==> src/inc/opc_cfg.svh <==
// timing, field and encoding constants for the output pairing decoder
`ifndef OPC_CFG_SVH
`define OPC_CFG_SVH

// ---------------------------------------------------------------
// register fields and reset values
// ---------------------------------------------------------------
`define OPC_CFG_RESET 8'h00
`define OPC_TBL_MASK 8'h8F
`define OPC_ENC_QUAD 8'h08
`define OPC_ENC_PAIR_ONE 8'h02
`define OPC_ENC_PAIR_TWO 8'h04
`define OPC_ENC_TRIPLE 8'h8C
`define OPC_ENC_HS_A 8'h33
`define OPC_ENC_HS_B 8'h36
`define OPC_PAR_DIS_RESET 1'b1

// ---------------------------------------------------------------
// channel indices, ch21 is index 0
// ---------------------------------------------------------------
`define OPC_CH21 3'h0
`define OPC_CH22 3'h1
`define OPC_CH23 3'h2
`define OPC_CH24 3'h3
`define OPC_CH25 3'h4
`define OPC_CH26 3'h5
`define OPC_CH27 3'h6
`define OPC_CH28 3'h7

// ---------------------------------------------------------------
// fault codes, two bits per channel
// ---------------------------------------------------------------
`define OPC_FLT_NONE 2'h0
`define OPC_FLT_GND 2'h1
`define OPC_FLT_OPEN 2'h2
`define OPC_FLT_OVC 2'h3

// ---------------------------------------------------------------
// overcurrent filter timing
// ---------------------------------------------------------------
`define OPC_CLK_MHZ 200
`define OPC_OVC_SINGLE_NS 4000
`define OPC_OVC_SINGLE_CYC ((`OPC_OVC_SINGLE_NS * `OPC_CLK_MHZ) / 1000)
`define OPC_OVC_PAIRED_CYC (2 * `OPC_OVC_SINGLE_CYC)

`endif

==> src/inc/opc_pkg.sv <==
// types shared by the output pairing decoder
package opc_pkg;
    // decoded pairing modes
    typedef enum logic [2:0] {
        OPC_SINGLE   = 3'b000,
        OPC_QUAD     = 3'b001,
        OPC_PAIR_ONE = 3'b010,
        OPC_PAIR_TWO = 3'b011,
        OPC_TRIPLE   = 3'b100,
        OPC_HS_A     = 3'b101,
        OPC_HS_B     = 3'b110
    } opc_mode_t;

    typedef logic [1:0] opc_fault_t;
endpackage

==> src/logic/opc_chan_diag.sv <==
// per-channel fault latch with overcurrent filter
`timescale 1ns/10ps
`include "opc_cfg.svh"

module opc_chan_diag #(
    parameter int OVC_SINGLE_CYC = `OPC_OVC_SINGLE_CYC
) (
    // clock and reset
    input wire logic core_clk,
    input wire logic reset,
    // analog comparator pins, asynchronous
    input wire logic ovc_pin,
    input wire logic open_pin,
    input wire logic gnd_pin,
    // control
    input wire logic drv_on,
    input wire logic paired,
    input wire logic diag_read,
    // latched fault
    output opc_pkg::opc_fault_t fault_code
);
    logic [2:0] sync1_ff, sync2_ff;
    logic [11:0] ovc_cnt_ff, nxt_ovc_cnt;
    opc_pkg::opc_fault_t code_ff, nxt_code;
    logic [11:0] ovc_limit;
    logic ovc_valid;

    // ---------------------------------------------------------------
    // pin synchronisers
    // ---------------------------------------------------------------
    always_ff @(posedge core_clk) begin
        if (reset) begin
            sync1_ff <= 3'h0;
            sync2_ff <= 3'h0;
        end else begin
            sync1_ff <= {ovc_pin, open_pin, gnd_pin};
            sync2_ff <= sync1_ff;
        end
    end

    // ---------------------------------------------------------------
    // filter and latch
    // ---------------------------------------------------------------
    // doubled filter when paired
    assign ovc_limit = paired ? 12'(2 * OVC_SINGLE_CYC) : 12'(OVC_SINGLE_CYC);
    assign ovc_valid = (ovc_cnt_ff == ovc_limit - 12'h001);

    always_comb begin
        nxt_ovc_cnt = ovc_cnt_ff;
        nxt_code = code_ff;
        // counter restarts whenever the condition drops or driver is off
        if (drv_on && sync2_ff[2]) begin
            if (!ovc_valid) begin
                nxt_ovc_cnt = ovc_cnt_ff + 12'h001;
            end
        end else begin
            nxt_ovc_cnt = 12'h000;
        end
        if (diag_read) begin
            nxt_code = `OPC_FLT_NONE;
        end
        // set wins over read, on-state fault overwrites
        if (drv_on && ovc_valid) begin
            nxt_code = `OPC_FLT_OVC;
        // off thresholds never depend on pairing
        end else if (!drv_on && code_ff == `OPC_FLT_NONE) begin
            if (sync2_ff[1]) begin
                nxt_code = `OPC_FLT_OPEN;
            end else if (sync2_ff[0]) begin
                nxt_code = `OPC_FLT_GND;
            end
        end
    end

    always_ff @(posedge core_clk) begin
        if (reset) begin
            ovc_cnt_ff <= 12'h000;
            code_ff <= `OPC_FLT_NONE;
        end else begin
            ovc_cnt_ff <= nxt_ovc_cnt;
            code_ff <= nxt_code;
        end
    end

    assign fault_code = code_ff;
endmodule

==> src/logic/opc_pairing_decoder.sv <==
// pairing register, group decode, command fan-out and diagnosis routing
`timescale 1ns/10ps
`include "opc_cfg.svh"

module opc_pairing_decoder #(
    parameter int NCH = 8,
    parameter int OVC_SINGLE_CYC = `OPC_OVC_SINGLE_CYC
) (
    // clock and reset
    input wire logic core_clk,
    input wire logic reset,
    // pairing register access from the serial interface logic
    input wire logic cfg_wr_en,
    input wire logic [7:0] cfg_wr_data,
    output logic [7:0] cfg_rd_data,
    // bit 4 of global_config_seven, same clock domain
    input wire logic par_disable,
    // per-channel commands, index 0 is ch21
    input wire logic [NCH-1:0] channel_command,
    // diagnosis read strobe, one cycle
    input wire logic diag_read,
    // analog comparator pins per channel
    input wire logic [NCH-1:0] ovc_pin,
    input wire logic [NCH-1:0] open_pin,
    input wire logic [NCH-1:0] gnd_pin,
    // driver gates and status
    output logic [NCH-1:0] drv_on,
    output logic [NCH-1:0] paired,
    output logic [2*NCH-1:0] diag_code,
    output opc_pkg::opc_mode_t mode
);
    logic [7:0] cfg_ff, nxt_cfg;
    opc_pkg::opc_mode_t mode_ff, nxt_mode;
    logic [NCH-1:0] drv_ff, nxt_drv;
    logic [NCH-1:0] paired_ff, nxt_paired;
    logic [2*NCH-1:0] diag_ff, nxt_diag;
    logic [2:0] src [NCH];
    logic [NCH-1:0] rpt;
    logic [NCH-1:0] grp;
    opc_pkg::opc_fault_t code [NCH];

    // ---------------------------------------------------------------
    // pairing register
    // ---------------------------------------------------------------
    always_comb begin
        nxt_cfg = cfg_ff;
        if (cfg_wr_en) begin
            nxt_cfg = cfg_wr_data;
        end
    end

    always_ff @(posedge core_clk) begin
        if (reset) begin
            cfg_ff <= `OPC_CFG_RESET;
        end else begin
            cfg_ff <= nxt_cfg;
        end
    end

    assign cfg_rd_data = cfg_ff;

    // ---------------------------------------------------------------
    // mode decode
    // ---------------------------------------------------------------
    // full-value encodings are checked first, they are never table hits
    always_comb begin
        nxt_mode = opc_pkg::OPC_SINGLE;
        if (cfg_ff == `OPC_ENC_HS_A) begin
            nxt_mode = opc_pkg::OPC_HS_A;
        end else if (cfg_ff == `OPC_ENC_HS_B) begin
            nxt_mode = opc_pkg::OPC_HS_B;
        end else if (!par_disable) begin
            case (cfg_ff & `OPC_TBL_MASK)
                `OPC_ENC_QUAD: begin
                    nxt_mode = opc_pkg::OPC_QUAD;
                end
                `OPC_ENC_PAIR_ONE: begin
                    nxt_mode = opc_pkg::OPC_PAIR_ONE;
                end
                `OPC_ENC_PAIR_TWO: begin
                    nxt_mode = opc_pkg::OPC_PAIR_TWO;
                end
                `OPC_ENC_TRIPLE: begin
                    nxt_mode = opc_pkg::OPC_TRIPLE;
                end
                default: begin
                    nxt_mode = opc_pkg::OPC_SINGLE;
                end
            endcase
        end
    end

    always_ff @(posedge core_clk) begin
        if (reset) begin
            mode_ff <= opc_pkg::OPC_SINGLE;
        end else begin
            mode_ff <= nxt_mode;
        end
    end

    assign mode = mode_ff;

    // ---------------------------------------------------------------
    // group map: command source and reporting channel
    // ---------------------------------------------------------------
    always_comb begin
        for (int i = 0; i < NCH; i++) begin
            src[i] = 3'(i);
        end
        rpt = {NCH{1'b0}};
        case (mode_ff)
            opc_pkg::OPC_QUAD: begin
                src[`OPC_CH22] = `OPC_CH24;
                src[`OPC_CH27] = `OPC_CH24;
                src[`OPC_CH28] = `OPC_CH24;
                rpt[`OPC_CH22] = 1'b1;
            end
            opc_pkg::OPC_PAIR_ONE: begin
                src[`OPC_CH22] = `OPC_CH24;
                rpt[`OPC_CH22] = 1'b1;
            end
            opc_pkg::OPC_PAIR_TWO: begin
                src[`OPC_CH22] = `OPC_CH24;
                src[`OPC_CH28] = `OPC_CH27;
                rpt[`OPC_CH22] = 1'b1;
                rpt[`OPC_CH27] = 1'b1;
            end
            opc_pkg::OPC_TRIPLE: begin
                src[`OPC_CH27] = `OPC_CH24;
                src[`OPC_CH28] = `OPC_CH24;
                rpt[`OPC_CH24] = 1'b1;
            end
            opc_pkg::OPC_HS_A: begin
                src[`OPC_CH22] = `OPC_CH24;
                src[`OPC_CH26] = `OPC_CH25;
                rpt[`OPC_CH22] = 1'b1;
                rpt[`OPC_CH25] = 1'b1;
            end
            opc_pkg::OPC_HS_B: begin
                src[`OPC_CH21] = `OPC_CH23;
                src[`OPC_CH28] = `OPC_CH27;
                rpt[`OPC_CH23] = 1'b1;
                rpt[`OPC_CH27] = 1'b1;
            end
            default: begin
                rpt = {NCH{1'b0}};
            end
        endcase
    end

    // ---------------------------------------------------------------
    // per-channel fan-out, grouping and diagnosis
    // ---------------------------------------------------------------
    genvar g;
    generate
        for (g = 0; g < NCH; g++) begin : gen_ch
            // a channel is grouped when any other shares its command source
            always_comb begin
                grp[g] = 1'b0;
                for (int j = 0; j < NCH; j++) begin
                    if (j != g && src[j] == src[g]) begin
                        grp[g] = 1'b1;
                    end
                end
            end

            opc_chan_diag #(
                .OVC_SINGLE_CYC(OVC_SINGLE_CYC)
            ) u_diag (
                .core_clk(core_clk),
                .reset(reset),
                .ovc_pin(ovc_pin[g]),
                .open_pin(open_pin[g]),
                .gnd_pin(gnd_pin[g]),
                .drv_on(drv_ff[g]),
                .paired(paired_ff[g]),
                .diag_read(diag_read),
                .fault_code(code[g])
            );

            always_comb begin
                // group command drives every member
                nxt_drv[g] = channel_command[src[g]];
                nxt_paired[g] = grp[g];
                nxt_diag[2*g +: 2] = code[g];
                if (grp[g]) begin
                    // reporter shows the worst member, others read clean
                    nxt_diag[2*g +: 2] = `OPC_FLT_NONE;
                    if (rpt[g]) begin
                        for (int j = 0; j < NCH; j++) begin
                            if (src[j] == src[g] && code[j] > nxt_diag[2*g +: 2]) begin
                                nxt_diag[2*g +: 2] = code[j];
                            end
                        end
                    end
                end
            end
        end
    endgenerate

    // registered driver gates; host keeps high and low sides apart
    // relies on the host never overlapping paths
    always_ff @(posedge core_clk) begin
        if (reset) begin
            drv_ff <= {NCH{1'b0}};
            paired_ff <= {NCH{1'b0}};
            diag_ff <= {2*NCH{1'b0}};
        end else begin
            drv_ff <= nxt_drv;
            paired_ff <= nxt_paired;
            diag_ff <= nxt_diag;
        end
    end

    assign drv_on = drv_ff;
    assign paired = paired_ff;
    assign diag_code = diag_ff;
endmodule

==> config.mk <==
export PLATFORM = sky130hd
export DESIGN_NAME = opc_pairing_decoder
export DESIGN_NICKNAME = d
export VERILOG_FILES = /design/src/inc/opc_pkg.sv /design/src/logic/opc_chan_diag.sv /design/src/logic/opc_pairing_decoder.sv
export VERILOG_INCLUDE_DIRS = /design/src /design/src/inc
export SDC_FILE = /design/constraint.sdc
export NUM_CORES = 1
export LEC_CHECK = 0
export BUFFER_PORTS_ARGS = -buffer_cell sky130_fd_sc_hd__buf_2
export CAP_MARGIN = 20
export CORE_ASPECT_RATIO = 1.5
export CORE_MARGIN = 8
export CORE_UTILIZATION = 53
export CTS_BUF_LIST = sky130_fd_sc_hd__clkbuf_16
export CTS_CLUSTER_DIAMETER = 30
export DETAILED_ROUTE_END_ITERATION = 6
export GPL_TIMING_DRIVEN = 0
export PLACE_DENSITY = 0.76
export SLEW_MARGIN = 30
export SYNTH_ARGS = -nofsm -noshare
export SYNTH_HDL_FRONTEND = slang
export SYNTH_SLANG_ARGS = --single-unit
==> constraint.sdc <==
create_clock -name core_clk -period 4.3 [get_ports core_clk]
set_input_delay 0.43 -clock core_clk [delete_from_list [all_inputs] [get_ports core_clk]]
set_output_delay 0.43 -clock core_clk [all_outputs]
set_load 0.005 [all_outputs]
### Word level (Yosys, flattened, before mapping)

Index checks and enable logic that the tools add are counted.
Widths: inputs -> output; s select.

* $add $sub $neg: 16
* equality and inequality tests: 70
* reductions and logical operators: 84
* bitwise operators: 8
* order comparisons: 35
* muxes and demuxes: 224

Operators with widths (count)
* $mux 2: 144
* $add 12x1->12 const B: 8
* $eq 12x12->1: 8
* $sub 12x1->12 const B: 8
* $mux 11: 8
* $mux 1: 61
* $gt 2x2->1: 29
* $logic_and 1x1->1: 53
* $eq 3x3->1: 16
* $eq 3x2->1 const B: 11
* $eq 2x3->1 const A: 10
* $reduce_or 2->1: 14
* $eq 3x3->1 const B: 7
* $lt 3x4->1 const B: 5
* $eq 8x6->1 const B: 2
* $logic_not 2->1: 8
* $bmux 1 s3: 5
* $eq 3x3->1 const A: 5
* $eq 2x3->1: 4
* $mux 3: 4
* $pmux 3 s4: 1
* $logic_not 1->1: 8
* $not 1->1: 8
* $pmux 3 s2: 1
* 9 further kinds: 9

* logic and storage cells: 478
* bits in registers: 203

### Depth between registers and ports, before layout

Gate-level depths: netlist of the first run.

* depth after elaboration: 46
* mapped depth: 20
* mapped depth without buffers: 20

### Cells and area by module

A second synthesis of the first run with hierarchy kept.

* cells, all modules: 982
* area, all modules: 9198.8 sq um

Modules (own cells, without submodules)
* opc_chan_diag: times used 8, area an instance 844.6 sq um, cells an instance 90, seq. area each 400.4 sq um
* opc_pairing_decoder: times used 1, area an instance 2442.3 sq um, cells an instance 262, seq. area each 840.8 sq um

### Worst setup path after synthesis of the first run

OpenSTA, ideal clock, no wires.

* kind: register to register
* start: register mode_ff[0] (netlist: mode[0])
* end: register diag_ff[12] (netlist: diag_code[12])
* data arrival time: 3.974 ns
* path slack: 0.256 ns
* stages on the path, launching flop included: 17
* period minus slack after synthesis: 4.044 ns
* path buffers: 1
* data required time: 4.230 ns
* cells stage by stage: dfxtp_1 -> buf_2 -> nor3b_1 -> o211ai_1 -> or2_2 -> ha_1 -> a211o_1 -> mux2_4 -> ha_1 -> inv_1 -> o22ai_1 -> mux2_4 -> ha_1 -> a21oi_1 -> o21ai_0 -> or4_1 -> a21oi_1

* word-level cells in the longest chain between the ends: 42
* elaborated cells between the ends (all ways): 67
* classes of those cells: order compare: 7; eq/ne: 13; mux: 37; reduce/logical: 10

RTL lines
* start, declared: RTL line opc_pairing_decoder.sv:33 `opc_pkg::opc_mode_t mode_ff, nxt_mode;`
* start signal, assigned: RTL line opc_pairing_decoder.sv:95 `mode_ff <= opc_pkg::OPC_SINGLE;`
* start signal, assigned: RTL line opc_pairing_decoder.sv:97 `mode_ff <= nxt_mode;`
* $eq 3x3->1 / $eq 3x1->1 (equally long branches): RTL line opc_pairing_decoder.sv:111 `case (mode_ff)`
* $reduce_or 2->1 (no source line)
* $mux 3: RTL line opc_pairing_decoder.sv:111
* $eq 2x3->1: RTL line opc_pairing_decoder.sv:161, opc_pairing_decoder.sv:191
* $logic_and 1x1->1: RTL line opc_pairing_decoder.sv:191 `if (src[j] == src[g] && code[j] > nxt_diag[2*g +: 2]) begin`
* $mux 2: RTL line opc_pairing_decoder.sv:191
* $mux 2: RTL line opc_pairing_decoder.sv:189 `if (rpt[g]) begin`
* $mux 2: RTL line opc_pairing_decoder.sv:186 `if (grp[g]) begin`
* [26 not listed]
* $mux 2: RTL line opc_pairing_decoder.sv:191
* $mux 2: RTL line opc_pairing_decoder.sv:189
* $mux 2: RTL line opc_pairing_decoder.sv:186
* $gt 2x2->1: RTL line opc_pairing_decoder.sv:191
* $logic_and 1x1->1: RTL line opc_pairing_decoder.sv:191
* $mux 2: RTL line opc_pairing_decoder.sv:191
* $mux 2: RTL line opc_pairing_decoder.sv:189
* $mux 2 *: RTL line opc_pairing_decoder.sv:186
* end signal, assigned: RTL line opc_pairing_decoder.sv:207 `diag_ff <= {2*NCH{1'b0}};`
* end signal, assigned: RTL line opc_pairing_decoder.sv:211 `diag_ff <= nxt_diag;`
* end, declared: RTL line opc_pairing_decoder.sv:36 `logic [2*NCH-1:0] diag_ff, nxt_diag;`

Every way passes the cells marked *; elsewhere a longest branch is shown, timed or not. The select of a mux whose other input is x is not followed.
A chain may end at the register's enable or synchronous reset.

### Worst setup path in the final report of the first run

* start: register gen_ch[1].u_diag.code_ff[0]
* end: register diag_ff[12] (netlist: diag_code[12])

* word-level cells in the longest chain between the ends: 34

RTL lines
* start, declared: RTL line opc_chan_diag.sv:24 `opc_pkg::opc_fault_t code_ff, nxt_code;`
* start signal, assigned: RTL line opc_chan_diag.sv:78 `` code_ff <= `OPC_FLT_NONE; ``
* start signal, assigned: RTL line opc_chan_diag.sv:81 `code_ff <= nxt_code;`
* $gt 2x2->1: RTL line opc_pairing_decoder.sv:191
* $logic_and 1x1->1: RTL line opc_pairing_decoder.sv:191
* $mux 2 *: RTL line opc_pairing_decoder.sv:191
* $mux 2 *: RTL line opc_pairing_decoder.sv:189
* $mux 2 *: RTL line opc_pairing_decoder.sv:186
* $gt 2x2->1: RTL line opc_pairing_decoder.sv:191
* $logic_and 1x1->1: RTL line opc_pairing_decoder.sv:191
* $mux 2 *: RTL line opc_pairing_decoder.sv:191
* [18 not listed]
* $mux 2 *: RTL line opc_pairing_decoder.sv:191
* $mux 2 *: RTL line opc_pairing_decoder.sv:189
* $mux 2 *: RTL line opc_pairing_decoder.sv:186
* $gt 2x2->1: RTL line opc_pairing_decoder.sv:191
* $logic_and 1x1->1: RTL line opc_pairing_decoder.sv:191
* $mux 2 *: RTL line opc_pairing_decoder.sv:191
* $mux 2 *: RTL line opc_pairing_decoder.sv:189
* $mux 2 *: RTL line opc_pairing_decoder.sv:186

Marks and branches as above.

==> impl_metrics.json, run 1 <==
{
  "drc": 0,
  "io_buffers": 86,
  "synth_nets": 1056,
  "crit_path_end_kind": "register",
  "worstPathArrival_ns": 4.65,
  "outcome": "completed",
  "grt_first_pass_wirelength_um": 33560,
  "crit_buf_inv": 2,
  "p_clk_frac": 0.524,
  "clockBufferDepth": 3,
  "seqPwrFrac": 0.434,
  "timing.final.crit_share": 0.9762,
  "ys_seq_elements": 202,
  "cp_slowest_cell": "or4_1",
  "grt-ovfl-total": 0,
  "layout_common_cells": "dfxtp_1 (198), nor2_1 (119), buf_2 (88), nor2b_1 (61), nand2_1 (59)",
  "combPwrFrac": 0.042,
  "tightest_slew_ns": 0.7232,
  "die_x_um": 122.0,
  "max_stage_delay_ns": 0.43,
  "synth-edff-count": 0,
  "cts_buffers": 29,
  "final_common_cell": "dfxtp_1",
  "nets": 1174,
  "drv_slew": 0,
  "critPathMaxFanout": 7,
  "placed_area_um2": 9628,
  "core_area_um2": 16620,
  "via_per_inst": 5.515,
  "routedWlPerCell_um": 15.58,
  "period_minus_slack_ns": 4.198,
  "intPower_uw": 3328,
  "dp_hpwl_um": 14810,
  "initialDrtViolationCount": 372,
  "total_switching_power_uw": 1155,
  "clk_latency_ns": 0.53,
  "synth_flop_cell": "dfxtp_1",
  "cp-start-kind": "register",
  "max-vdd-ir-drop_uv": 440.5,
  "ctsHoldBuffers": 0,
  "htreeDepth": 1,
  "clkTransAtPathRegs_ns": 0.06,
  "worstPathCellList": "inv_2, ha_1, nand2_1, o211ai_1, or2_4, ha_4, a21oi_1, a211o_1, mux2_4, ha_1, inv_1, o22ai_2, mux2_4, ha_1, a21oi_2, o21ai_2, or4_1, a21oi_2",
  "place_congestion": 0.8674,
  "finClkSkew_ns": 0.01414,
  "cp.required_ns": 4.75,
  "diodes": 0,
  "die_area_um2": 21360,
  "synthCells": 971,
  "grt_pass1_vias": 7243,
  "avgSynthCellArea_um2": 9.202,
  "firstDrtPassIters": 5,
  "io_pins": 88,
  "swShare": 0.2576,
  "grt_use_total": 0.1896,
  "final.setup.tns_ns": 0,
  "async_flop_share": 0,
  "hold_path_class": "in2reg",
  "vias": 7291,
  "n_fill_cell": 1397,
  "antenna_found_initial": 0,
  "critPathTopFamily": "adder cells",
  "die_h_um": 175.0,
  "ant_nets": 0,
  "final_layout_size_suffix_gt1_frac": 0.1718,
  "ys_types": 57,
  "worst_slack_ns": 0.1022,
  "hold_viol": 0,
  "setup_viol": 0,
  "dp_slack_ns": -0.2732,
  "p_leak_uw": 0.004373,
  "maxCapViolCount": 0,
  "grt_max_degree": 18,
  "fmax_mhz": 238.2,
  "path_class": "reg2reg",
  "p_per_area_nw_per_um2": 418.7,
  "yosys_warnings": 0,
  "rows": 58,
  "crit_top_cell": "ha_1",
  "final_cell_area_um2": 10710,
  "cts_tree": "built",
  "cts_root_buffer": "clkbuf_16",
  "area_growth_pct": 19.83,
  "syn_area_um2": 8935,
  "drt-total-wl_um": 20600,
  "slew_headroom": 0.5158,
  "start_util": 0.5376,
  "clock-sinks": 202,
  "yosysSeqAreaShare": 0.4526
}
-- synthesized netlist by cell type (13+ instances only) --
cell	instances	area share
o21ai_0	21	0.012
ha_1	40	0.056
and3_1	26	0.018
a31oi_1	13	0.0091
nor4b_1	19	0.019
xnor2_1	25	0.025
nor2b_1	61	0.043
nor2_1	119	0.050
clkbuf_1	28	0.012
nand4_1	21	0.015
xor2_1	40	0.039
inv_1	30	0.013
dfxtp_1	202	0.45
nand3_1	33	0.018
nor3_1	18	0.010
buf_4	16	0.013
mux2i_1	22	0.025
nand2_1	60	0.025
a21oi_1	45	0.025
-- layer usage --
metal	up-vias	track usage	part of all wire
met2	177	0.3376	0.50
met3	58	0.03425	0.046
met4	0	0.08673	0.037
met5	-	0	0
li1	3623	-	-
met1	3433	0.2112	0.41
-- sequential cells by signal (all words and copies together) (netlist names), 7 cells and up --
name	count
gen_ch.u_diag.sync1_ff	24
drv_on	8
gen_ch.u_diag.ovc_cnt_ff	96
gen_ch.u_diag.sync2_ff	24
paired	7
cfg_rd_data	8
diag_code	16
gen_ch.u_diag.fault_code	16
-- path summary, 6_finish.rpt --
check                                                          startpoint                                      end  slack (ns)  depth (start not counted)
worst max-delay path            gen_ch[1].u_diag.fault_code[0]$_SDFF_PP0_                 diag_code[12]$_SDFF_PP0_        0.10                         18
worst min register to register    gen_ch[3].u_diag.sync1_ff[0]$_SDFF_PP0_  gen_ch[3].u_diag.sync2_ff[0]$_SDFF_PP0_        0.44                          1
worst max register to register  gen_ch[1].u_diag.fault_code[0]$_SDFF_PP0_                 diag_code[12]$_SDFF_PP0_        0.10                         18
worst min-delay path                                           ovc_pin[0]  gen_ch[0].u_diag.sync1_ff[2]$_SDFF_PP0_        0.10                          2
-- area by class of cell --
| type | instances | area, um^2 | area share |
|---|---|---|---|
| clock inverters | 25 | 266.5 | 0.02489 |
| multi-input cells | 688 | 4581 | 0.4278 |
| repair buffers | 88 | 445.4 | 0.04160 |
| clock buffers | 29 | 725.7 | 0.06778 |
| well taps | 210 | 262.8 | 0.02454 |
| plain buffers | 49 | 255.2 | 0.02384 |
| inverters | 31 | 118.9 | 0.01110 |
| flip-flops and latches | 202 | 4051 | 0.3784 |
-- cell families after synthesis --
group	Yosys count	share of synthesized area
simple gates	433	0.2649
flops	202	0.4526
compound gates	117	0.08178
buf+inv	81	0.04145
xor+xnor	66	0.06554
fa+ha+maj	40	0.05601
mux	30	0.03683
other cells	2	0.0008405
-- stage by stage --
stage               std cells  total power, uW    util  hold slack [ns]
finish                   1322             4483  0.6443           0.1023
global route             1322             4639  0.6443          0.09722
CTS                      1321             4520  0.6404          0.08744
detailed placement       1267             2168  0.5794           0.4239
global placement         1267             2161  0.5794           0.4181
floorplan                 971             2086       -           0.4138
-- power groups by stage --
stage	Combinational, uW	Sequential [uW]	Clock [uW]
6_report	189	1940	2350
5_1_grt	209	1950	2480
4_1_cts	186	1940	2390
3_5_place_dp	183	1980	0
3_3_place_gp	177	1980	0
2_1_floorplan	111	1970	0
-- repair_timing --
item	4_1_cts	5_1_grt
buffers inserted	0	2
gates cloned	0	0
setup endpoints to repair	3	4
pin swaps	0	3
resized for setup	8	15
Power figures use the tool's default switching activity.
==> run 2: changes to the inputs <==
Settings changed: CTS_BUF_LIST sky130_fd_sc_hd__clkbuf_16 to default.
==> run 2 against run 1 <==
Against the previous run: clock-buffer cell count up 1; utilization is 0.060 points higher; final cell count did not move; clock skew rose by 0.00064 ns; non-clock buffer count unchanged; total power up 0.44%; sequential cell count is the same; register-to-register slack worse by 0.02 ns; first-iteration DRC count increased by 13%; die area did not move; worst setup slack lost 0.017 ns.
==> impl_metrics.json, run 2 (synthesized netlist as in run 1, its figures left out) <==
{
  "grt-ovfl-total": 0,
  "grt_use_total": 0.1895,
  "io_buffers": 86,
  "cp-start-kind": "register",
  "tightest_slew_ns": 0.7304,
  "outcome": "completed",
  "drc": 0,
  "worstPathArrival_ns": 4.66,
  "diodes": 0,
  "routedWlPerCell_um": 15.62,
  "vias": 7317,
  "ant_nets": 0,
  "critPathMaxFanout": 7,
  "grt_max_degree": 18,
  "die_h_um": 175.0,
  "die_area_um2": 21360,
  "htreeDepth": 1,
  "area_growth_pct": 19.94,
  "firstDrtPassIters": 5,
  "cts_tree": "built",
  "antenna_found_initial": 0,
  "reg.largest.list": "gen_ch.u_diag.ovc_cnt_ff x96, gen_ch.u_diag.sync1_ff x24, gen_ch.u_diag.sync2_ff x24",
  "n_fill_cell": 1395,
  "layout_common_cells": "dfxtp_1 (198), nor2_1 (119), buf_2 (88), nor2b_1 (61), nand2_1 (59)",
  "worstPathCellList": "inv_2, ha_1, nand2_1, o211ai_1, or2_4, ha_4, a21oi_1, a211o_1, mux2_4, ha_1, inv_1, o22ai_2, mux2_4, ha_1, a21oi_2, o21ai_2, or4_1, a21oi_2",
  "period_minus_slack_ns": 4.214,
  "io_pins": 88,
  "cp_slowest_cell": "or4_1",
  "cts_root_buffer": "clkbuf_16",
  "final_layout_size_suffix_gt1_frac": 0.1727,
  "clk_latency_ns": 0.53,
  "start_util": 0.5376,
  "rows": 58,
  "final.setup.tns_ns": 0,
  "drv_slew": 0,
  "finClkSkew_ns": 0.01478,
  "clock-sinks": 202,
  "max_stage_delay_ns": 0.43,
  "via_per_inst": 5.535,
  "cp.required_ns": 4.75,
  "slew_headroom": 0.5131,
  "crit_path_end_kind": "register",
  "hold_viol": 0,
  "final_common_cell": "dfxtp_1",
  "timing.final.crit_share": 0.9801,
  "hold_path_class": "in2reg",
  "p_leak_uw": 0.004378,
  "grt_first_pass_wirelength_um": 33530,
  "max-vdd-ir-drop_uv": 440.9,
  "die_x_um": 122.0,
  "fmax_mhz": 237.3,
  "clkTransAtPathRegs_ns": 0.07,
  "drt-total-wl_um": 20650,
  "core_area_um2": 16620,
  "p_per_area_nw_per_um2": 420.2,
  "crit_top_cell": "ha_1",
  "setup_viol": 0,
  "top_register": "gen_ch.u_diag.ovc_cnt_ff",
  "place_congestion": 0.8674,
  "worst_hold_slack_ns": 0.1014,
  "maxCapViolCount": 0,
  "grt_pass1_vias": 7247,
  "clockBufferDepth": 3,
  "path_class": "reg2reg",
  "dp_hpwl_um": 14810,
  "nets": 1174,
  "initialDrtViolationCount": 421,
  "largest_register_ffs": 96,
  "cts_buffers": 29
}
run 2: report_power, final:
group	switching (uW)	leakage (uW)	total [uW]	internal, uW
logic	101	0.00224	190	88.5
clock network	1020	0.000489	2370	1350
registers	31.7	0.00165	1940	1910
total	1160	0.00438	4500	3350
run 2: worst paths after layout:
check | slack, ns | depth (start not counted) | end | start
setup / recovery | 0.09 | 18 | diag_code[12]$_SDFF_PP0_ | gen_ch[1].u_diag.fault_code[0]$_SDFF_PP0_
hold / removal | 0.10 | 2 | gen_ch[0].u_diag.sync1_ff[2]$_SDFF_PP0_ | ovc_pin[0]
setup reg to reg | 0.09 | 18 | diag_code[12]$_SDFF_PP0_ | gen_ch[1].u_diag.fault_code[0]$_SDFF_PP0_
hold reg to reg | 0.44 | 1 | gen_ch[3].u_diag.sync2_ff[0]$_SDFF_PP0_ | gen_ch[3].u_diag.sync1_ff[0]$_SDFF_PP0_
run 2: area by class of cell:
type / instances / area (um^2) / share of cell area
inverter: 31 / 118.9 / 0.01109
timing repair buffer: 88 / 445.4 / 0.04156
multi-input combinational: 688 / 4581 / 0.4274
sequential: 202 / 4051 / 0.3781
clock buffer: 30 / 739.5 / 0.06900
buffer: 49 / 255.2 / 0.02382
clock inverter: 24 / 262.8 / 0.02452
tap: 210 / 262.8 / 0.02452
run 2: repair_timing:
item	in CTS	in global routing
hold endpoints to repair	0	0
hold buffers	0	0
endpoints found under the setup margin	3	4
gates resized for setup	8	15
pin swaps	0	3
buffers inserted	0	2
run 2: metrics by stage:
step / power (uW) / util / worst slack, ns / cell area, um^2 / instances
after global placement: 2161 / 0.5794 / -0.1973 / 9628 / 1267
after floorplan: 2086 / - / 0.2556 / 8935 / 971
after detailed placement: 2168 / 0.5794 / -0.2732 / 9628 / 1267
after CTS: 4539 / 0.6410 / 0.003561 / 10650 / 1321
final: 4503 / 0.6449 / 0.08552 / 10720 / 1322
after global routing: 4658 / 0.6449 / -0.1045 / 10720 / 1322
run 2: worst max-delay path, delay by kind of cell, from the launching register on:
kind / cells / cell delay, ns
compound gates: 7 / 1.10
fa+ha+maj: 4 / 1.14
buf+inv: 2 / 0.12
flops: 1 / 0.38
mux: 2 / 0.64
simple gates: 3 / 0.76
run 2: per-layer routing:
layer	track usage	up-vias	share of wire
li1	-	3622	-
met1	0.2108	3446	0.41
met2	0.3376	190	0.51
met3	0.03425	59	0.048
met4	0.08673	0	0.038
met5	0	-	0
==> run 3: changes to the inputs <==
Clock period 4.3 ns to 3.6 ns, I/O delays scaled along.
==> run 3 against run 2 <==
Against the previous run: the flow now finishes with violations (negative setup slack); register-to-register slack worse by 0.43 ns; clock skew down 0.0051 ns; non-clock buffer count grew 16; final area rose by 2.2%; sequential power grew 20%; hold slack worse by 0.058 ns; global-route usage grew 0.43 points; worst setup slack got worse by 0.43 ns; total power up 16%; final cell count grew 1.1%; via count rose by 1.0%; maximum frequency grew 6.7%; critical endpoint unchanged; largest cell class unchanged; highest routed layer is now met5.
==> impl_metrics.json, run 3 (synthesized netlist as in run 1, its figures left out) <==
{
  "total_switching_power_uw": 1226,
  "slew_headroom": 0.5033,
  "intPower_uw": 4018,
  "max_stage_delay_ns": 0.42,
  "critPathTopFamily": "adder cells",
  "core_area_um2": 16620,
  "layout_common_cells": "dfxtp_1 (195), nor2_1 (117), buf_2 (88), nor2b_1 (59), nand2_1 (57)",
  "antenna_found_initial": 1,
  "max-vdd-ir-drop_uv": 398.0,
  "top_register": "gen_ch.u_diag.ovc_cnt_ff",
  "grt_first_pass_wirelength_um": 34150,
  "vias": 7393,
  "clkTransAtPathRegs_ns": 0.06,
  "worstPathArrival_ns": 4.39,
  "ctsHoldBuffers": 0,
  "firstDrtPassIters": 5,
  "cts_tree": "built",
  "largest_register_ffs": 96,
  "swShare": 0.2338,
  "finalPower_uw": 5245,
  "htreeDepth": 1,
  "die_area_um2": 21360,
  "routedWlPerCell_um": 15.86,
  "cp.required_ns": 4.04,
  "critPathMaxFanout": 3,
  "final_cell_area_um2": 10950,
  "finClkSkew_ns": 0.009694,
  "timing.final.crit_share": 1.097,
  "worst_slack_ns": -0.3489,
  "grt-ovfl-total": 0,
  "crit_path_end_kind": "register",
  "start_util": 0.5376,
  "cp-start-kind": "register",
  "clk_latency_ns": 0.53,
  "clockBufferDepth": 3,
  "p_clk_frac": 0.510,
  "grt_pass1_vias": 7349,
  "worstPathCellList": "ha_4, nor2b_4, o211ai_1, or2_4, ha_4, a21oi_2, a211o_1, mux2_4, ha_4, nor2_2, o22ai_4, mux2_4, ha_4, a21oi_2, o21ai_2, or4_4, a21oi_2",
  "drt-total-wl_um": 21210,
  "final_layout_size_suffix_gt1_frac": 0.2059,
  "violations": "negative setup slack",
  "crit_top_cell": "ha_4",
  "crit_buf_inv": 0,
  "outcome": "finished with violations",
  "setup_viol": 6,
  "drv_slew": 0,
  "die_x_um": 122.0,
  "clock-sinks": 202,
  "diodes": 0,
  "cp_slowest_cell": "or4_4",
  "reg.largest.list": "gen_ch.u_diag.ovc_cnt_ff x96, gen_ch.u_diag.sync1_ff x24, gen_ch.u_diag.sync2_ff x24",
  "p_leak_uw": 0.004461,
  "hold_viol": 0,
  "rows": 58,
  "dp_hpwl_um": 14790,
  "final_common_cell": "dfxtp_1",
  "path_class": "reg2reg",
  "initialDrtViolationCount": 417,
  "io_buffers": 86,
  "grt_use_total": 0.1938,
  "combPwrFrac": 0.047,
  "drc": 0,
  "maxCapViolCount": 0,
  "tightest_slew_ns": 0.7450,
  "grt_max_degree": 14,
  "nets": 1190,
  "place_congestion": 0.8651,
  "via_per_inst": 5.530,
  "rsz0062_at_grt": "yes",
  "io_pins": 88,
  "ant_nets": 0,
  "period_minus_slack_ns": 3.949,
  "die_h_um": 175.0,
  "cts_buffers": 29,
  "cts_root_buffer": "clkbuf_16",
  "fmax_mhz": 253.2,
  "seqPwrFrac": 0.443,
  "p_per_area_nw_per_um2": 479.0,
  "hold_path_class": "in2reg",
  "placed_area_um2": 9706,
  "area_growth_pct": 22.55
}
run 3: changes by cell type in the layout (fill, tap and decap cells not counted), sizes merged:
cell and change:
clkbuf +2, clkinv +4, buf +16, clkinvlp +1, bufinv +1, inv -9
run 3: final cells by class:
cell class / instances / area [um^2]
Timing Repair Buffer: 104 / 565.5
Clock inverter: 21 / 178.9
Fill cell: 1373 / 5669
Inverter: 31 / 121.4
Tap cell: 210 / 262.8
Clock buffer: 32 / 757.0
Sequential cell: 202 / 4063
Buffer: 49 / 264.0
Multi-Input combinational cell: 688 / 4737
run 3: path summary, 6_finish.rpt:
check	startpoint	end	slack [ns]	cells past startpoint
max	gen_ch[1].u_diag.fault_code[1]$_SDFF_PP0_	diag_code[12]$_SDFF_PP0_	-0.35	17
min reg2reg	gen_ch[7].u_diag.sync1_ff[2]$_SDFF_PP0_	gen_ch[7].u_diag.sync2_ff[2]$_SDFF_PP0_	0.43	1
max reg2reg	gen_ch[1].u_diag.fault_code[1]$_SDFF_PP0_	diag_code[12]$_SDFF_PP0_	-0.35	17
min	open_pin[3]	gen_ch[3].u_diag.sync1_ff[1]$_SDFF_PP0_	0.04	2
run 3: worst register-to-register path, delay by kind of cell (launching register included):
kind / cells / cell delay [ns]
adder cells (fa/ha/maj): 4 / 1.03
AO/OA/AOI/OAI: 7 / 0.94
AND/OR/NAND/NOR: 4 / 0.86
multiplexers: 2 / 0.67
flip-flops: 1 / 0.36
run 3: repair_timing:
action                     4_1_cts  5_1_grt
pin swaps                        9       10
resized for setup               27       16
buffers inserted                12        6
setup endpoints to repair        6        7
run 3: per-layer routing:
layer	global-route usage	routed length [um]
met5	0	10
met4	0.08880	845
met3	0.04233	1314
met2	0.3456	10570
met1	0.2107	8461
run 3: through the flow:
step	instances	setup TNS (ns)	hold WS (ns)	setup slack [ns]	utilization
2_1_floorplan	971	-0.1042	0.4138	-0.1042	-
5_1_grt	1337	-2.019	0.04067	-0.4517	0.6589
6_report	1337	-1.136	0.04313	-0.3489	0.6589
4_1_cts	1331	-0.8074	0.02723	-0.3514	0.6523
3_3_place_gp	1267	-1.935	0.4187	-0.4302	0.5840
3_5_place_dp	1267	-2.225	0.4234	-0.5120	0.5840
run 3: power by group through the flow:
stage          Sequential (uW)  Combinational [uW]  Clock, uW
2_1_floorplan             2360                 136          0
3_3_place_gp              2370                 216          0
3_5_place_dp              2370                 222          0
4_1_cts                   2320                 238       2710
5_1_grt                   2330                 273       2820
6_report                  2320                 249       2670
